--- config.mk ---
export PLATFORM = sky130hd
export DESIGN_NAME = powerup_strap_and_powerdown
export DESIGN_NICKNAME = d
export VERILOG_FILES = /design/src/hw/psq_pkg.sv /design/src/hw/hold_timer.sv /design/src/hw/powerup_strap_and_powerdown.sv
export SDC_FILE = /design/constraint.sdc
export NUM_CORES = 1
export LEC_CHECK = 0
export ABC_AREA = 0
export BUFFER_PORTS_ARGS = -buffer_cell sky130_fd_sc_hd__clkbuf_2
export CAP_MARGIN = 20
export CORE_ASPECT_RATIO = 1.75
export CORE_UTILIZATION = 50
export CTS_BUF_LIST = sky130_fd_sc_hd__clkbuf_2
export DETAILED_ROUTE_END_ITERATION = 10
export GPL_ROUTABILITY_DRIVEN = 0
export GPL_TIMING_DRIVEN = 0
export PLACE_DENSITY = 0.81
export SYNTH_ARGS = -nofsm -noshare
export SYNTH_HDL_FRONTEND = slang
export SYNTH_SLANG_ARGS = --single-unit
export TNS_END_PERCENT = 1
--- constraint.sdc ---
create_clock -name I_CLOCK -period 2 [get_ports I_CLOCK]
set_input_delay 0 -clock I_CLOCK [delete_from_list [all_inputs] [get_ports I_CLOCK]]
set_output_delay 0 -clock I_CLOCK [all_outputs]
set_load 0.1 [all_outputs]
--- src/hw/psq_pkg.sv ---
package psq_pkg;

  // Crystal clock and hold interval timing
  localparam real CLK_MHZ       = 10.0;
  localparam real XTAL_FAST_MHZ = 27.0;
  localparam real XTAL_SLOW_MHZ = 10.0;
  localparam real HOLD_MIN_US   = 9.4;
  localparam real HOLD_MAX_US   = 25.6;
  localparam int  HOLD_MIN_CYC  = int'($ceil(HOLD_MIN_US * CLK_MHZ));
  localparam int  HOLD_MAX_CYC  = int'($floor(HOLD_MAX_US * CLK_MHZ));
  // Last hold cycle; first drive lands one edge later
  localparam int  HOLD_CYC      = HOLD_MAX_CYC - 1;
  localparam int  HOLD_CNT_W    = 10;

  // Register map
  localparam logic [6:0] REG_POWER_DOWN_CONTROL_ADDR = 7'h1e;
  localparam logic [7:0] POWER_DOWN_CONTROL_RST      = 8'h07;
  localparam logic [7:0] POWER_DOWN_CONTROL_HW_VAL   = 8'h00;
  localparam logic [7:0] POWER_DOWN_CONTROL_MASK     = 8'h3f;
  localparam logic [7:0] RDATA_NONE     = 8'h00;
  localparam int         BIT_PLL_OFF    = 0;
  localparam int         BIT_RX_OFF     = 1;
  localparam int         BIT_TX_OFF     = 2;
  localparam int         BIT_OSC_OFF    = 3;
  localparam int         BIT_AIF_OFF    = 4;
  localparam int         BIT_HIGH_Z     = 5;

  // Two-wire device addresses (7-bit, without R/W)
  localparam logic [6:0] DEV_ADDR_LOW   = 7'h3a;
  localparam logic [6:0] DEV_ADDR_HIGH  = 7'h3b;

  typedef enum logic [0:0] {
    PH_HOLD = 1'b0,
    PH_RUN  = 1'b1
  } phase_e;

  // The five configuration pins
  typedef struct packed {
    logic serial_data_in_pin;
    logic serial_clock_pin;
    logic serial_data_out_pin;
    logic chip_select_pin;
    logic first_general_output_pin;
  } cfg_pins_s;

  // Flag and serial sources routed to the pins after the hold
  typedef struct packed {
    logic       transmit_error_flag;
    logic       non_audio_flag;
    logic       unlock_flag;
    logic       general_flag_output;
    logic [2:0] general_output;
    logic       serial_out_data;
    logic       serial_out_en;
  } pin_src_s;

  // Register write/read request from the control interface decoder
  typedef struct packed {
    logic       wr;
    logic [6:0] addr;
    logic [7:0] wdata;
  } reg_req_s;

  // Configuration decided from the straps
  typedef struct packed {
    logic       software_control_select;
    logic       control_interface_select;
    logic [6:0] device_addr;
    logic       audio_if_master_slave;
    logic [1:0] audio_if_format_code;
    logic       transmit_source_select;
  } mode_s;

endpackage : psq_pkg
--- src/hw/hold_timer.sv ---
`timescale 1ns/100ps
module hold_timer #(
  parameter int HOLD_CYC = psq_pkg::HOLD_CYC
) (
  input  wire logic i_clock,
  input  wire logic i_srst,
  output logic      o_capture,
  output logic      o_expired
);
  import psq_pkg::*;

  typedef struct packed {
    logic [HOLD_CNT_W-1:0] cnt;
  } tmr_s;

  localparam logic [HOLD_CNT_W-1:0] LAST = HOLD_CNT_W'(HOLD_CYC);
  localparam logic [HOLD_CNT_W-1:0] CAPT = HOLD_CNT_W'(HOLD_CYC - 2);
  localparam logic [HOLD_CNT_W-1:0] ONE  = HOLD_CNT_W'(1);

  tmr_s st_r;
  tmr_s st_nxt;

  // Count crystal cycles from reset release, stop at the end
  always_comb begin
    st_nxt = st_r;
    if (st_r.cnt != LAST) begin
      st_nxt.cnt = st_r.cnt + ONE;
    end
  end

  always_ff @(posedge i_clock) begin
    if (i_srst) begin
      st_r <= '0;
    end else begin
      st_r <= st_nxt;
    end
  end

  // Strap capture lands two cycles before the end
  assign o_capture = (st_r.cnt == CAPT);
  assign o_expired = (st_r.cnt == LAST);

endmodule : hold_timer

--- src/hw/powerup_strap_and_powerdown.sv ---
// Operation
// The operating mode comes from the five configuration pins sampled after power-up or reset.
// After reset release every configuration pin stays an input for 9.4us to 25.6us.
// The hold interval is timed from the crystal clock so it scales with crystal frequency.
// The hold is a counter of about 256 crystal cycles with straps captured before it expires.
// After the hold each pin takes its role for software or hardware control mode.
// A low data-input strap selects hardware control, a high one software control.
// In software mode a low first-general-output strap selects two-wire, high three-wire.
// In two-wire mode the chip-select strap picks device address 0111010x or 0111011x.
// In hardware mode the straps set master/slave, the two-bit format code and tx source.
// Starting in software mode, functions stay powered down until software clears their bits.
// Starting in hardware mode, every function is powered up without register access.
// Power-down bits 0, 1 and 2 switch off PLL, receiver and transmitter and reset to 1.
// Power-down bits 3 and 4 switch off oscillator and audio interface and reset to 0.
// Power-down bit 5 puts every pin output in high impedance and resets to 0.
// A hardware reset restores the power-down default and repeats strap sampling.
`timescale 1ns/100ps
module powerup_strap_and_powerdown (
  input  wire logic               I_CLOCK,
  input  wire logic               I_SRST,
  input  wire psq_pkg::cfg_pins_s I_PIN_IN,
  input  wire psq_pkg::pin_src_s  I_PIN_SRC,
  input  wire psq_pkg::reg_req_s  I_REG,
  output psq_pkg::cfg_pins_s      O_PIN_OUT,
  output psq_pkg::cfg_pins_s      O_PIN_OE,
  output psq_pkg::cfg_pins_s      O_PIN_SYNC,
  output psq_pkg::mode_s          O_MODE,
  output logic [7:0]              O_POWER_DOWN,
  output logic [7:0]              O_REG_RDATA,
  output logic                    O_CONFIG_DONE
);
  import psq_pkg::*;

  typedef struct packed {
    phase_e    phase;
    cfg_pins_s sync1;
    cfg_pins_s sync2;
    mode_s     mode;
    logic [7:0] power_down_control;
    cfg_pins_s pin_out;
    cfg_pins_s pin_oe;
    logic [7:0] rdata;
  } state_s;

  state_s st_r;
  state_s st_nxt;
  logic   capture;
  logic   expired;

  // Hold interval timer on the crystal clock
  hold_timer #(
    .HOLD_CYC (HOLD_CYC)
  ) u_hold_timer (
    .i_clock   (I_CLOCK),
    .i_srst    (I_SRST),
    .o_capture (capture),
    .o_expired (expired)
  );

  // Next state of the whole block
  always_comb begin
    st_nxt       = st_r;
    st_nxt.sync1 = I_PIN_IN;
    st_nxt.sync2 = st_r.sync1;
    // Strap capture from synchronised pins
    if (st_r.phase == PH_HOLD && capture) begin
      st_nxt.mode.software_control_select  = st_r.sync2.serial_data_in_pin;
      st_nxt.mode.control_interface_select = st_r.sync2.first_general_output_pin;
      st_nxt.mode.device_addr = st_r.sync2.chip_select_pin ? DEV_ADDR_HIGH
                                                           : DEV_ADDR_LOW;
      st_nxt.mode.audio_if_master_slave  = st_r.sync2.serial_clock_pin;
      st_nxt.mode.audio_if_format_code   = {st_r.sync2.first_general_output_pin,
                                            st_r.sync2.serial_data_out_pin};
      st_nxt.mode.transmit_source_select = st_r.sync2.chip_select_pin;
    end
    // End of hold, release pins and settle power state
    if (st_r.phase == PH_HOLD && expired) begin
      st_nxt.phase = PH_RUN;
      if (!st_r.mode.software_control_select) begin
        st_nxt.power_down_control = POWER_DOWN_CONTROL_HW_VAL;
      end
    end
    // Software writes to the power-down register
    if (st_r.phase == PH_RUN && st_r.mode.software_control_select && I_REG.wr &&
        I_REG.addr == REG_POWER_DOWN_CONTROL_ADDR) begin
      st_nxt.power_down_control = I_REG.wdata & POWER_DOWN_CONTROL_MASK;
    end
    // Read data of the addressed register
    if (I_REG.addr == REG_POWER_DOWN_CONTROL_ADDR) begin
      st_nxt.rdata = st_r.power_down_control;
    end else begin
      st_nxt.rdata = RDATA_NONE;
    end
    // Pin roles after the hold
    st_nxt.pin_out = '0;
    st_nxt.pin_oe  = '0;
    if (st_nxt.phase == PH_RUN) begin
      if (!st_nxt.mode.software_control_select) begin
        st_nxt.pin_out.serial_clock_pin         = I_PIN_SRC.transmit_error_flag;
        st_nxt.pin_out.serial_data_out_pin      = I_PIN_SRC.non_audio_flag;
        st_nxt.pin_out.chip_select_pin          = I_PIN_SRC.unlock_flag;
        st_nxt.pin_out.first_general_output_pin = I_PIN_SRC.general_flag_output;
        st_nxt.pin_oe.serial_clock_pin          = 1'b1;
        st_nxt.pin_oe.serial_data_out_pin       = 1'b1;
        st_nxt.pin_oe.chip_select_pin           = 1'b1;
        st_nxt.pin_oe.first_general_output_pin  = 1'b1;
      end else if (!st_nxt.mode.control_interface_select) begin
        // Two-wire: open-drain acknowledge on the data pin, clock stays an input, the other three are outputs
        st_nxt.pin_out.serial_data_in_pin       = 1'b0;
        st_nxt.pin_oe.serial_data_in_pin        = I_PIN_SRC.serial_out_en &
                                                  ~I_PIN_SRC.serial_out_data;
        st_nxt.pin_out.serial_data_out_pin      = I_PIN_SRC.general_output[0];
        st_nxt.pin_out.chip_select_pin          = I_PIN_SRC.general_output[1];
        st_nxt.pin_out.first_general_output_pin = I_PIN_SRC.general_output[2];
        st_nxt.pin_oe.serial_data_out_pin       = 1'b1;
        st_nxt.pin_oe.chip_select_pin           = 1'b1;
        st_nxt.pin_oe.first_general_output_pin  = 1'b1;
      end else begin
        // Three-wire: read-back data out, chip select stays an input
        st_nxt.pin_out.serial_data_out_pin      = I_PIN_SRC.serial_out_data;
        st_nxt.pin_oe.serial_data_out_pin       = I_PIN_SRC.serial_out_en;
        st_nxt.pin_out.first_general_output_pin = I_PIN_SRC.general_output[2];
        st_nxt.pin_oe.first_general_output_pin  = 1'b1;
      end
    end
    // Global tri-state overrides every enable
    if (st_nxt.power_down_control[BIT_HIGH_Z]) begin
      st_nxt.pin_oe = '0;
    end
  end

  // Register the state; reset repeats the whole sequence
  always_ff @(posedge I_CLOCK) begin
    if (I_SRST) begin
      st_r                              <= '0;
      st_r.phase                        <= PH_HOLD;
      st_r.power_down_control                        <= POWER_DOWN_CONTROL_RST;
      st_r.mode.device_addr             <= DEV_ADDR_LOW;
      st_r.mode.software_control_select <= 1'b1;
    end else begin
      st_r <= st_nxt;
    end
  end

  // Outputs straight from state flops
  assign O_PIN_OUT     = st_r.pin_out;
  assign O_PIN_OE      = st_r.pin_oe;
  assign O_PIN_SYNC    = st_r.sync2;
  assign O_MODE        = st_r.mode;
  assign O_POWER_DOWN  = st_r.power_down_control;
  assign O_REG_RDATA   = st_r.rdata;
  assign O_CONFIG_DONE = (st_r.phase == PH_RUN);

  // Checking helpers: cycles since reset release
  logic [HOLD_CNT_W:0] since_rst;
  always_ff @(posedge I_CLOCK) begin
    if (I_SRST) begin
      since_rst <= '0;
    end else if (since_rst != '1) begin
      since_rst <= since_rst + 1'b1;
    end
  end
endmodule : powerup_strap_and_powerdown

# Word level (Yosys, flattened, before mapping)
# Index checks and enable logic that the tools add are counted.
# word_totals
reg_bits,56
out_inout_bits,45
wordCells,68
# op_classes
addsub,1
n_eq_ne,5
mux,13
n_bitwise,6
reduce_logical,12
# op_table
operator,count
"10-bit by 8-bit equality test with 1-bit output, second input constant",2
6-bit two-way mux,3
13-bit two-way mux,1
"10-bit by 1-bit adder with 10-bit output, second input constant",1
"10-bit by 8-bit != test with 1-bit output, second input constant",1
"7-bit by 5-bit equality test with 1-bit output, second input constant",1
1-bit two-way mux,7
3-bit two-way mux,2
3-bit OR reduction,2
1-bit logical AND,5
1-bit inverter,5
5-bit OR reduction,1
2-bit OR reduction,2
"2-bit by 1-bit != test with 1-bit output, second input constant",1
2-bit AND reduction,1
2-bit nonzero test,1
1-bit AND,1

# Depth between registers and ports, before layout
# Gate-level depths: netlist of the first run.
# depth
word_depth,5
ltp_mapped,6
ltp_nobuf,5

# Modules after synthesis
# Synthesis of the first run repeated with hierarchy kept, for this count alone.
# hier_totals
hier_cells,198
hier_area_um2,1934.4
# by_module_without_submodules
module,n_inst,cells_per_inst,area_each_um2
powerup_strap_and_powerdown,1,135,1405.1
hold_timer,1,63,529.3

# Least setup slack after synthesis of the first run
# OpenSTA, ideal clock, no wires.
# synth_path
path_kind,register -> register
start,register st_r (netlist bit O_MODE[12])
end,register st_r (netlist bit O_POWER_DOWN[0])
setup_time_ps,122
arrival_time_ps,1989
required_ps,1878
path_slack_ps,-111
stages_incl_launch_ff,6
path_buffers,1
synth_period_minus_slack_ps,2111
cell_sequence,dfxtp_1 > and3_1 > and3_1 > buf_4 > nor2_1 > a221o_1
# synth_between
elab_chain_len,5
word_cells_on_any_way,7
classes_between,eq/ne: 1; mux: 1; reduce/logical: 5
# synth_lines
element,line,source
"start, declared",powerup_strap_and_powerdown.sv:45,state_s st_r;
"start signal, assigned",powerup_strap_and_powerdown.sv:141,st_r <= st_nxt;
1-bit logical AND (3 in a row),powerup_strap_and_powerdown.sv:84,if (st_r.phase == PH_RUN && st_r.mode.software_control_select && I_REG.wr &&
2-bit by 1-bit != test with 1-bit output (no line) / 2-bit nonzero test (equally long branches),--,
2-bit AND reduction (no line),--,
# Several ways; a longest one is shown, not always the timed one.
# A chain may end at the register's enable or synchronous reset.

# Worst setup path after layout of the first run
# layout_path
start,register u_hold_timer.st_r[2] (netlist bit)
end,register st_r (netlist bit O_PIN_OUT[2])
# layout_between
elab_chain_len,5
word_cells_on_any_way,10
classes_between,eq/ne: 2; mux: 4; bitwise: 1; reduce/logical: 3
# layout_lines
element,line,source
"start, declared",hold_timer.sv:20,tmr_s st_r;
"start signal, assigned",hold_timer.sv:35,st_r <= st_nxt;
"10-bit by 8-bit equality test with 1-bit output, on equally long branches","hold_timer.sv:40, hold_timer.sv:41",
"1-bit logical AND, on equally long branches","powerup_strap_and_powerdown.sv:66, powerup_strap_and_powerdown.sv:77",
13-bit two-way mux / 1-bit two-way mux (equally long branches),"powerup_strap_and_powerdown.sv:66, powerup_strap_and_powerdown.sv:77",
1-bit two-way mux / 1-bit inverter (equally long branches),--,
3-bit two-way mux / 2-bit OR reduction (equally long branches),--,
# Several ways; a longest one is shown, not always the timed one.

==> results.toml, run 1 <==
[clocking]
clockBufferDepth = 2
cts_root_buffer = "clkbuf_2"
cts.htree.levels = 2
tritoncts = "built"
numCtsBuffers = 5
cts.sinks = 48
clkTransAtPathRegs_ps = 230
clk_latency_ps = 400

[timing]
finClkSkew_ps = 5.58
setup-violations-final = 0
finalHoldViolations = 0
finalCritPeriodShare_pct = 93.6
slew_viol_final = 0
fin_setup_tns_ps = 0
fin_crit_ps = 1870
rsz0062_at_grt = "no"
timing.final.ws_setup_ps = 127
worst_pin_slew_ps = 551
max-slew-margin-rel_pct = 63.4
max_freq_mhz = 534

[placement]
pre_cts_ws_ps = -29.4
hpwl_mm = 3.16
port_buffers = 63
placed_cells = 315

[power]
clkPwrFrac_pct = 23.2
ir_drop_uv = 443
switching_share_pct = 29.5
sequentialPowerShare_pct = 60.5
p_int_mw = 1.15
comb_power_share_pct = 16.3
switchingPower_uw = 480
power.leakage_nw = 1.27
pwr_density_cell_mw_per_mm2 = 585

[logic_synthesis]
synth_seq_cells = 48
synth_warnings = 0
synth_top_area_share_pct = 47.6
synth.distinct_cells = 50
yosysTopAreaCell = "dfxtp_1"
synth.avg_cell_area_sq_um = 10.4
synth_edf_count = 0
syn_area_sq_mm = 0.00202
syn_inst = 195
synth_flop_cell = "dfxtp_1"
async_flop_share_pct = 0
yosys-top-cells-area = "dfxtp_1 (48%), buf_4 (5.6%), mux2i_1 (5.4%)"
yosysSeqAreaShare_pct = 47.6

[flow_run]
maxCapViolations = 0

[worst_setup_path]
cp-start-kind = "flip-flop"
path_cells = "and4_2 > and4_1 > buf_4 > mux2_2 > o211a_1"
r2r_start = "u_hold_timer.st_r[2]"
crit_fanout = 10
crit_family = "flip-flops"
max_stage_delay_ps = 500
crit_start = "u_hold_timer.st_r[2]"
critPathKind = "flip-flop to flip-flop"
critPathBufInv = 1
worstSetupEndpointType = "flip-flop"
cp_slowest_cell = "dfxtp_1"
cp_data_required_time_ps = 2330
cp.arrival_ps = 2200

[layout]
instances_no_fill = 353
diodes = 0
area_delta_synth_final_pct = 37.7
final_nets = 338
drive_above_1_share_pct = 34.4
final_util_pct = 72.0

[route]
drt_iter0_markers = 42
drt_first_pass_iters = 5
vias = 1731
postRouteAntennaNets = 0
wl_per_cell_um = 13.1
drc = 0
routed_via_density = 4.90
drt_wl_total_mm = 4.62

[global_route]
grt_pass1_wl_mm = 7.37
grt-ovfl-total = 0
grt_util_all_layers_pct = 22.9
antenna_found_initial = 0
grt_start_max_net_pins = 16
grt_pass1_vias = 1681

[die]
die_w_um = 50.1
start_util_pct = 52.3
die-area_sq_mm = 0.00431
ios = 77
coreArea_sq_mm = 0.00387
die_y_um = 86.1
rows = 30

[min_path]
min-delay-start = "I_REG[8]"
min_path_type = "primary input to flip-flop"

[status]
status = "finished clean"
[area by class of cell]
class | count | area (sq um)
Clock inverter | 3 | 18.8
Sequential cell | 48 | 963
Timing Repair Buffer | 93 | 613
Multi-Input combinational cell | 130 | 941
Clock buffer | 5 | 25.0
Fill cell | 288 | 1080
Inverter | 7 | 26.3
Buffer | 19 | 135
Tap cell | 48 | 60.1
[path summary, 6_finish.rpt]
path	endpoint	slack, ps	cells past startpoint
worst min-delay path	O_REG_RDATA[1]	40	4
worst max register to register	O_PIN_OUT[2]	130	5
worst max-delay path	O_PIN_OUT[2]	130	5
worst min register to register	O_PIN_SYNC[1]	460	1
[worst register-to-register path: stages, from the launching register on]
cell and delay (ps):
dfxtp_1 500, and4_2 300, and4_1 190, buf_4 210, mux2_2 390, o211a_1 220
[cell usage after synthesis (2+ instances only)]
| cell | number |
|---|---|
| xnor2_1 | 2 |
| conb_1 | 2 |
| nor2_1 | 20 |
| and4_1 | 2 |
| nor4_1 | 3 |
| inv_1 | 7 |
| buf_4 | 15 |
| o311ai_0 | 3 |
| nand4_1 | 3 |
| nor2b_1 | 12 |
| dfxtp_1 | 48 |
| nor3_1 | 2 |
| clkbuf_1 | 3 |
| ha_1 | 2 |
| mux2i_1 | 11 |
| nand2_1 | 9 |
| and2_1 | 5 |
| a221o_1 | 3 |
| o31a_1 | 3 |
| and3_2 | 2 |
| mux2_2 | 2 |
| and3_1 | 2 |
| xor2_1 | 6 |
| a21oi_1 | 2 |
[power by group through the flow]
stage                     Sequential (mW)  Combinational [mW]  Clock, mW
after floorplan                      1.03               0.144          0
after global placement               1.00               0.217          0
after detailed placement             1.00               0.219          0
after CTS                           0.985               0.261      0.390
after global routing                0.988               0.280      0.425
final                               0.985               0.265      0.378
[kinds of logic after synthesis]
logic type	count (synthesis)	synth area share, %
flip-flops	48	47.6
AO/OA/AOI/OAI	20	9.85
AND/OR/NAND/NOR	76	23.0
XOR/XNOR	8	3.47
other	2	0.372
multiplexers	13	6.56
buffers and inverters	26	7.99
adder cells (fa/ha/maj)	2	1.24
[per-layer routing]
metal / vias to the layer above / track usage, % / routed length, um
met5: - / 0 / 0
met4: 0 / 10.6 / 76
met3: 8 / 4.79 / 221
met2: 54 / 43.6 / 2610
met1: 800 / 22.4 / 1720
li1: 869 / - / -
[state kept, by name, indices dropped and copies added, names as in the netlist]
name,cells
st_nxt,5
u_hold_timer.st_r,10
O_CONFIG_DONE,1
O_MODE,6
O_POWER_DOWN,6
O_REG_RDATA,6
O_PIN_OE,5
O_PIN_OUT,4
O_PIN_SYNC,5
[layout by cell type (no fill, tap or decap), types with 2 or more instances in the layout]
| cell | synthesis | final |
|---|---|---|
| clkbuf_2 | 0 | 68 |
| dfxtp_1 | 48 | 46 |
| dlygate4sd3_1 | 0 | 29 |
| nor2_1 | 20 | 20 |
| buf_4 | 15 | 16 |
| nor2b_1 | 12 | 12 |
| conb_1 | 2 | 11 |
| mux2i_1 | 11 | 10 |
| nand2_1 | 9 | 9 |
| inv_1 | 7 | 7 |
| xor2_1 | 6 | 6 |
| and2_1 | 5 | 5 |
| clkbuf_1 | 3 | 3 |
| nand4_1 | 3 | 3 |
| o31a_1 | 3 | 3 |
| nor4_1 | 3 | 3 |
| a221o_1 | 3 | 3 |
| o311ai_0 | 3 | 3 |
| dfxtp_2 | 0 | 2 |
| nor3_1 | 2 | 2 |
| and4_1 | 2 | 2 |
| and3_1 | 2 | 2 |
| and3_2 | 2 | 2 |
| mux2_2 | 2 | 2 |
| a21oi_1 | 2 | 2 |
| xnor2_1 | 2 | 2 |
| ha_1 | 2 | 2 |
| clkinvlp_4 | 0 | 2 |
[what timing repair did]
action / CTS / global route
setup buffers: 1 / 0
hold endpoints to repair: 26 / 0
hold buffers: 29 / 0
pin swaps: 1 / 1
setup endpoints to repair: 2 / 12
resized for setup: 0 / 2
[metrics by stage]
step / hold slack (ps) / power (mW) / instance area, sq um
floorplan: 73.5 / 1.18 / 2060
global placement: 214 / 1.22 / 2430
detailed placement: 219 / 1.22 / 2430
CTS: 11.7 / 1.64 / 2770
global route: 20.0 / 1.69 / 2780
finish: 37.6 / 1.63 / 2780
Note: power is estimated with default switching activity, not from simulation.
==> run 2, diff against run 1 <==
--- a/config.mk
+++ b/config.mk
@@ -9,5 +9,4 @@
 export BUFFER_PORTS_ARGS = -buffer_cell sky130_fd_sc_hd__clkbuf_2
 export CAP_MARGIN = 20
-export CORE_ASPECT_RATIO = 1.75
 export CORE_UTILIZATION = 50
 export CTS_BUF_LIST = sky130_fd_sc_hd__clkbuf_2
==> constraint.sdc (replaced) <==
create_clock -name I_CLOCK -period 2 [get_ports I_CLOCK]
set_input_delay 0.1 -clock I_CLOCK [delete_from_list [all_inputs] [get_ports I_CLOCK]]
set_output_delay 0.1 -clock I_CLOCK [all_outputs]
set_load 0.1 [all_outputs]
==> run 2 against run 1 <==
- combinational power is 5% lower
- count of clock-buffer cells in the layout did not move
- critical path depth did not move
- wire length decreased by 10%
- final cell count shrank 2.3%
- critical endpoint unchanged
- clock power is 41% higher
- clock skew is 4.0 ps lower
- non-clock buffer count down 8
- die area down 0.23%
- total power rose by 8.8%
==> results.toml, run 2 (synthesis results as in run 1) <==
[power]
switching_share_pct = 28.1
power.total_mw = 1.77
sequentialPowerShare_pct = 55.7
ir_drop_uv = 530
switchingPower_uw = 497
p_int_mw = 1.27
clkPwrFrac_pct = 30.1
pwr_density_cell_mw_per_mm2 = 648
power.leakage_nw = 1.25
comb_power_share_pct = 14.2

[worst_setup_path]
cp_data_required_time_ps = 2360
r2r_slack_ps = 130
crit_family = "flip-flops"
cp-start-kind = "flip-flop"
crit_fanout = 10
r2r_start = "u_hold_timer.st_r[2]"
critPathKind = "flip-flop to flip-flop"
reg2reg_depth = 5
max_stage_delay_ps = 500
cp.arrival_ps = 2230
critPathBufInv = 1
r2r-end = "O_PIN_OUT[2]"
path_cells = "and4_2 > and4_1 > buf_4 > mux2_2 > o211a_1"
worstSetupEndpointType = "flip-flop"
cp_slowest_cell = "dfxtp_1"

[min_path]
min_path_type = "primary input to flip-flop"
min-delay-start = "I_REG[11]"
hold_path_end = "O_REG_RDATA[5]"
hold_depth = 3

[timing]
finClkSkew_ps = 1.62
fin_crit_ps = 1870
finalHoldViolations = 0
hold_ws_ps = 26.5
finalCritPeriodShare_pct = 93.4
worst_pin_slew_ps = 560
max-slew-margin-rel_pct = 62.8
max_freq_mhz = 535
setup-violations-final = 0
fin_setup_tns_ps = 0
timing.final.ws_setup_ps = 132
rsz0062_at_grt = "no"
slew_viol_final = 0

[layout]
diodes = 0
largest_reg_flops = 10
final_nets = 330
layout_common_cells = "clkbuf_2 (68), dfxtp_1 (46), dlygate4sd3_1 (21)"
area_delta_synth_final_pct = 35.1
instances_no_fill = 345
top_register = "u_hold_timer.st_r"
final_util_pct = 72.4
drive_above_1_share_pct = 35.7
layout_commonest_cell = "clkbuf_2"
design_area_sq_mm = 0.00273

[die]
die_w_um = 65.6
ios = 77
coreArea_sq_mm = 0.00377
die-area_sq_mm = 0.00430
rows = 22
start_util_pct = 53.6
die_y_um = 65.6

[global_route]
grt_pass1_vias = 1586
antenna_found_initial = 0
grt-ovfl-total = 0
grt_util_all_layers_pct = 21.1
grt_pass1_wl_mm = 6.78
grt_start_max_net_pins = 17

[route]
wl_per_cell_um = 12.0
drt_first_pass_iters = 4
drc = 0
drt_iter0_markers = 37
drt_wl_total_mm = 4.15
postRouteAntennaNets = 0
routed_via_density = 4.89
vias = 1688

[placement]
port_buffers = 63
hpwl_mm = 2.98
placed_cells = 315
pre_cts_ws_ps = -31.1
placedInstanceArea_sq_mm = 0.00243

[clocking]
cts.sinks = 48
cts.htree.levels = 2
clkTransAtPathRegs_ps = 230
cts_root_buffer = "clkbuf_2"
clockBufferDepth = 2
clk_latency_ps = 430
tritoncts = "built"
numCtsBuffers = 5

[status]
status = "finished clean"

[flow_run]
maxCapViolations = 0
## run 2: worst min-delay path, delay by kind of cell
family | cells | cell delay [ps]
AND/OR/NAND/NOR | 2 | 260
buffers and inverters | 1 | 90
## run 2: power groups by stage
stage               clock (mW)  combinational [mW]  sequential (mW)
floorplan                    0               0.144             1.03
global placement             0               0.217             1.00
detailed placement           0               0.219             1.00
CTS                      0.549               0.251            0.986
global route             0.588               0.265            0.989
finish                   0.532               0.252            0.985
## run 2: cell type report
class / count / area (sq um)
plain buffers: 19 / 135
clock buffers: 5 / 25.0
clock inverters: 3 / 46.3
fillers: 292 / 1040
inverters: 7 / 26.3
multi-input cells: 130 / 941
flip-flops and latches: 48 / 963
well taps: 48 / 60.1
repair buffers: 85 / 533
## run 2: how the worst max path moves through the flow
stage | startpoint | end | cells after the start
6_report | u_hold_timer.st_r[2] | O_PIN_OUT[2] | 5
4_1_cts | u_hold_timer.st_r[0] | O_PIN_OUT[1] | 6
3_5_place_dp | u_hold_timer.st_r[0] | O_PIN_OE[4] | 5
5_1_grt | u_hold_timer.st_r[2] | O_PIN_OUT[2] | 5
3_3_place_gp | u_hold_timer.st_r[0] | O_PIN_OE[4] | 5
2_1_floorplan | O_PIN_SYNC[0] | O_PIN_OUT[2] | 4
## run 2: routing by layer
layer  vias to the layer above  GRT usage, %  wire length, um
met5                         -             0                0
met4                         0          7.88               61
met3                         7          7.81              253
met2                        54          37.5             2060
met1                       770          22.5             1770
li1                        857             -                -
## run 2: timing repair
action | in CTS | in global routing
pin swaps | 1 | 1
resized for setup | 0 | 2
hold endpoints to repair | 20 | 0
endpoints found under the setup margin | 4 | 15
hold buffers | 21 | 0
setup buffers | 1 | 0
==> run 3, diff against run 2 <==
Settings changed: CORE_MARGIN from default to 1, PLACE_DENSITY 0.81 to 0.82, SYNTH_HIERARCHICAL from default to 1.
==> run 3 against run 2 <==
- first-iteration DRC count grew to 3.1 times the previous value
- area after synthesis shrank 4.3%
- final cell count grew 2.9%
- die area shrank 4.1%
- sequential share of layout area grew 0.10 points
- critical path depth grew 3
- fmax shrank 3.6%
- clock skew grew 14 ps
- total power is essentially flat
- critical endpoint is now O_POWER_DOWN[1]
- largest power group unchanged
- highest routed layer unchanged
==> results.toml, run 3 <==
[status]
status = "finished clean"

[timing]
fin_setup_tns_ps = 0
slew_viol_final = 0
fin_crit_ps = 1940
max-slew-margin-rel_pct = 63.2
worst_pin_slew_ps = 555
finalCritPeriodShare_pct = 96.9
finClkSkew_ps = 15.2
finalHoldViolations = 0
max_freq_mhz = 516
hold_ws_ps = 140
setup-violations-final = 0

[logic_synthesis]
yosysSeqAreaShare_pct = 49.7
syn_area_sq_mm = 0.00193
yosys-top-cells-area = "dfxtp_1 (50%), buf_4 (4.7%), nor2b_1 (3.6%)"
synth.avg_cell_area_sq_um = 9.77
yosysTopAreaCell = "dfxtp_1"
synthTopCellsByCount = "dfxtp_1 (48), nor2_1 (18), buf_4 (12), nand2_1 (12), nor2b_1 (11)"
async_flop_share_pct = 0
synth_warnings = 6
synth_seq_cells = 48
synth.distinct_cells = 45
syn_inst = 198
synth_flop_cell = "dfxtp_1"
synth_edf_count = 0
synth_top_area_share_pct = 49.7
yosysMostFrequentCell = "dfxtp_1"

[global_route]
grt_pass1_wl_mm = 6.89
grt-ovfl-total = 0
grt_pass1_vias = 1606
grt_start_max_net_pins = 16
antenna_found_initial = 0
grt_util_all_layers_pct = 22.0

[clocking]
clkTransAtPathRegs_ps = 240
cts_root_buffer = "clkbuf_2"
clk_latency_ps = 420
numCtsBuffers = 5
cts.sinks = 48
clockBufferDepth = 2
tritoncts = "built"
cts.htree.levels = 2

[power]
power.leakage_nw = 1.30
power.total_mw = 1.77
ir_drop_uv = 464
pwr_density_cell_mw_per_mm2 = 643

[placement]
hpwl_mm = 2.77
port_buffers = 63
placed_cells = 318

[worst_setup_path]
critPathKind = "flip-flop to flip-flop"
cp.arrival_ps = 2300
cp-start-kind = "flip-flop"
crit_fanout = 7
worstSetupEndpointType = "flip-flop"
cp_data_required_time_ps = 2360

[layout]
layout_commonest_cell = "clkbuf_2"
diodes = 0
top_register = "u_hold_timer/st_r"
final_nets = 340
area_delta_synth_final_pct = 42.4
drive_above_1_share_pct = 39.1
largest_reg_flops = 10
instances_no_fill = 355
layout_common_cells = "clkbuf_2 (68), dfxtp_1 (41), buf_4 (22)"
fill_cells = 266

[flow_run]
maxCapViolations = 0

[die]
die-area_sq_mm = 0.00412
coreArea_sq_mm = 0.00369
ios = 77
rows = 22
die_y_um = 64.2
start_util_pct = 52.4
die_w_um = 64.2

[route]
routed_via_density = 4.83
drt_first_pass_iters = 6
drc = 0
wl_per_cell_um = 12.4
drt_iter0_markers = 114
drt_wl_total_mm = 4.39
postRouteAntennaNets = 0
vias = 1714

[min_path]
min_path_type = "primary input to flip-flop"
-- run 3: stage by stage --
stage | area, sq um | util (%) | worst slack, ps
floorplan | 1990 | - | -16.7
global placement | 2360 | 64.1 | -164
detailed placement | 2360 | 64.1 | -218
CTS | 2680 | 72.8 | 2.50
global route | 2750 | 74.7 | -15.9
finish | 2750 | 74.7 | 62.0
-- run 3: cells by family after synthesis --
family	share of synthesized area [%]
other	0.388
buffers and inverters	8.80
and+or+nand+nor	24.4
muxes	4.27
adders and majority gates	1.29
AOI/OAI and AO/OA	11.2
DFF	49.7
-- run 3: area by class of cell --
cell class                 instances  area (sq um)  share of cell area [%]
tap                               48          60.1                    2.18
timing repair buffer              93           593                    21.5
clock inverter                     3          42.5                    1.54
sequential                        48           975                    35.4
buffer                            19           143                    5.18
inverter                           7          27.5                    1.00
multi-input combinational        132           888                    32.3
clock buffer                       5          25.0                   0.909
-- run 3: power breakdown --
| group | switching, mW | internal, mW | total [mW] |
|---|---|---|---|
| Combinational | 0.172 | 0.0929 | 0.265 |
| Clock | 0.312 | 0.210 | 0.521 |
| Sequential | 0.00995 | 0.974 | 0.984 |
| Total | 0.493 | 1.28 | 1.77 |
-- run 3: final timing paths --
check	start	end	slack, ps	cells after the start
hold / removal	I_REG[12]	O_POWER_DOWN[1]	140	5
setup reg to reg	u_hold_timer/st_r[0]	O_POWER_DOWN[1]	60	8
setup / recovery	u_hold_timer/st_r[0]	O_POWER_DOWN[1]	60	8
hold reg to reg	st_nxt[39]	O_PIN_SYNC[0]	460	1
-- run 3: what timing repair did --
action | CTS | global route
pin swaps | 0 | 3
hold buffers | 21 | 0
gates resized for setup | 8 | 9
setup endpoints to repair | 13 | 11
setup buffers | 2 | 7
endpoints found under the hold margin | 19 | 0
-- run 3: worst max-delay path, cell delays in order (launching register included) --
cell     delay (ps)
dfxtp_4         410
ha_4            160
and3_4          220
and3_4          180
or3b_4          370
buf_6           140
nand2_1          60
nor2_1           40
a211o_2         300
-- run 3: routing by layer --
metal | vias up | global-route usage [%] | share of wire, %
li1 | 871 | - | -
met1 | 760 | 24.1 | 40
met2 | 75 | 38.3 | 52
met3 | 8 | 7.32 | 6.2
met4 | 0 | 9.44 | 1.4
met5 | - | 0 | 0
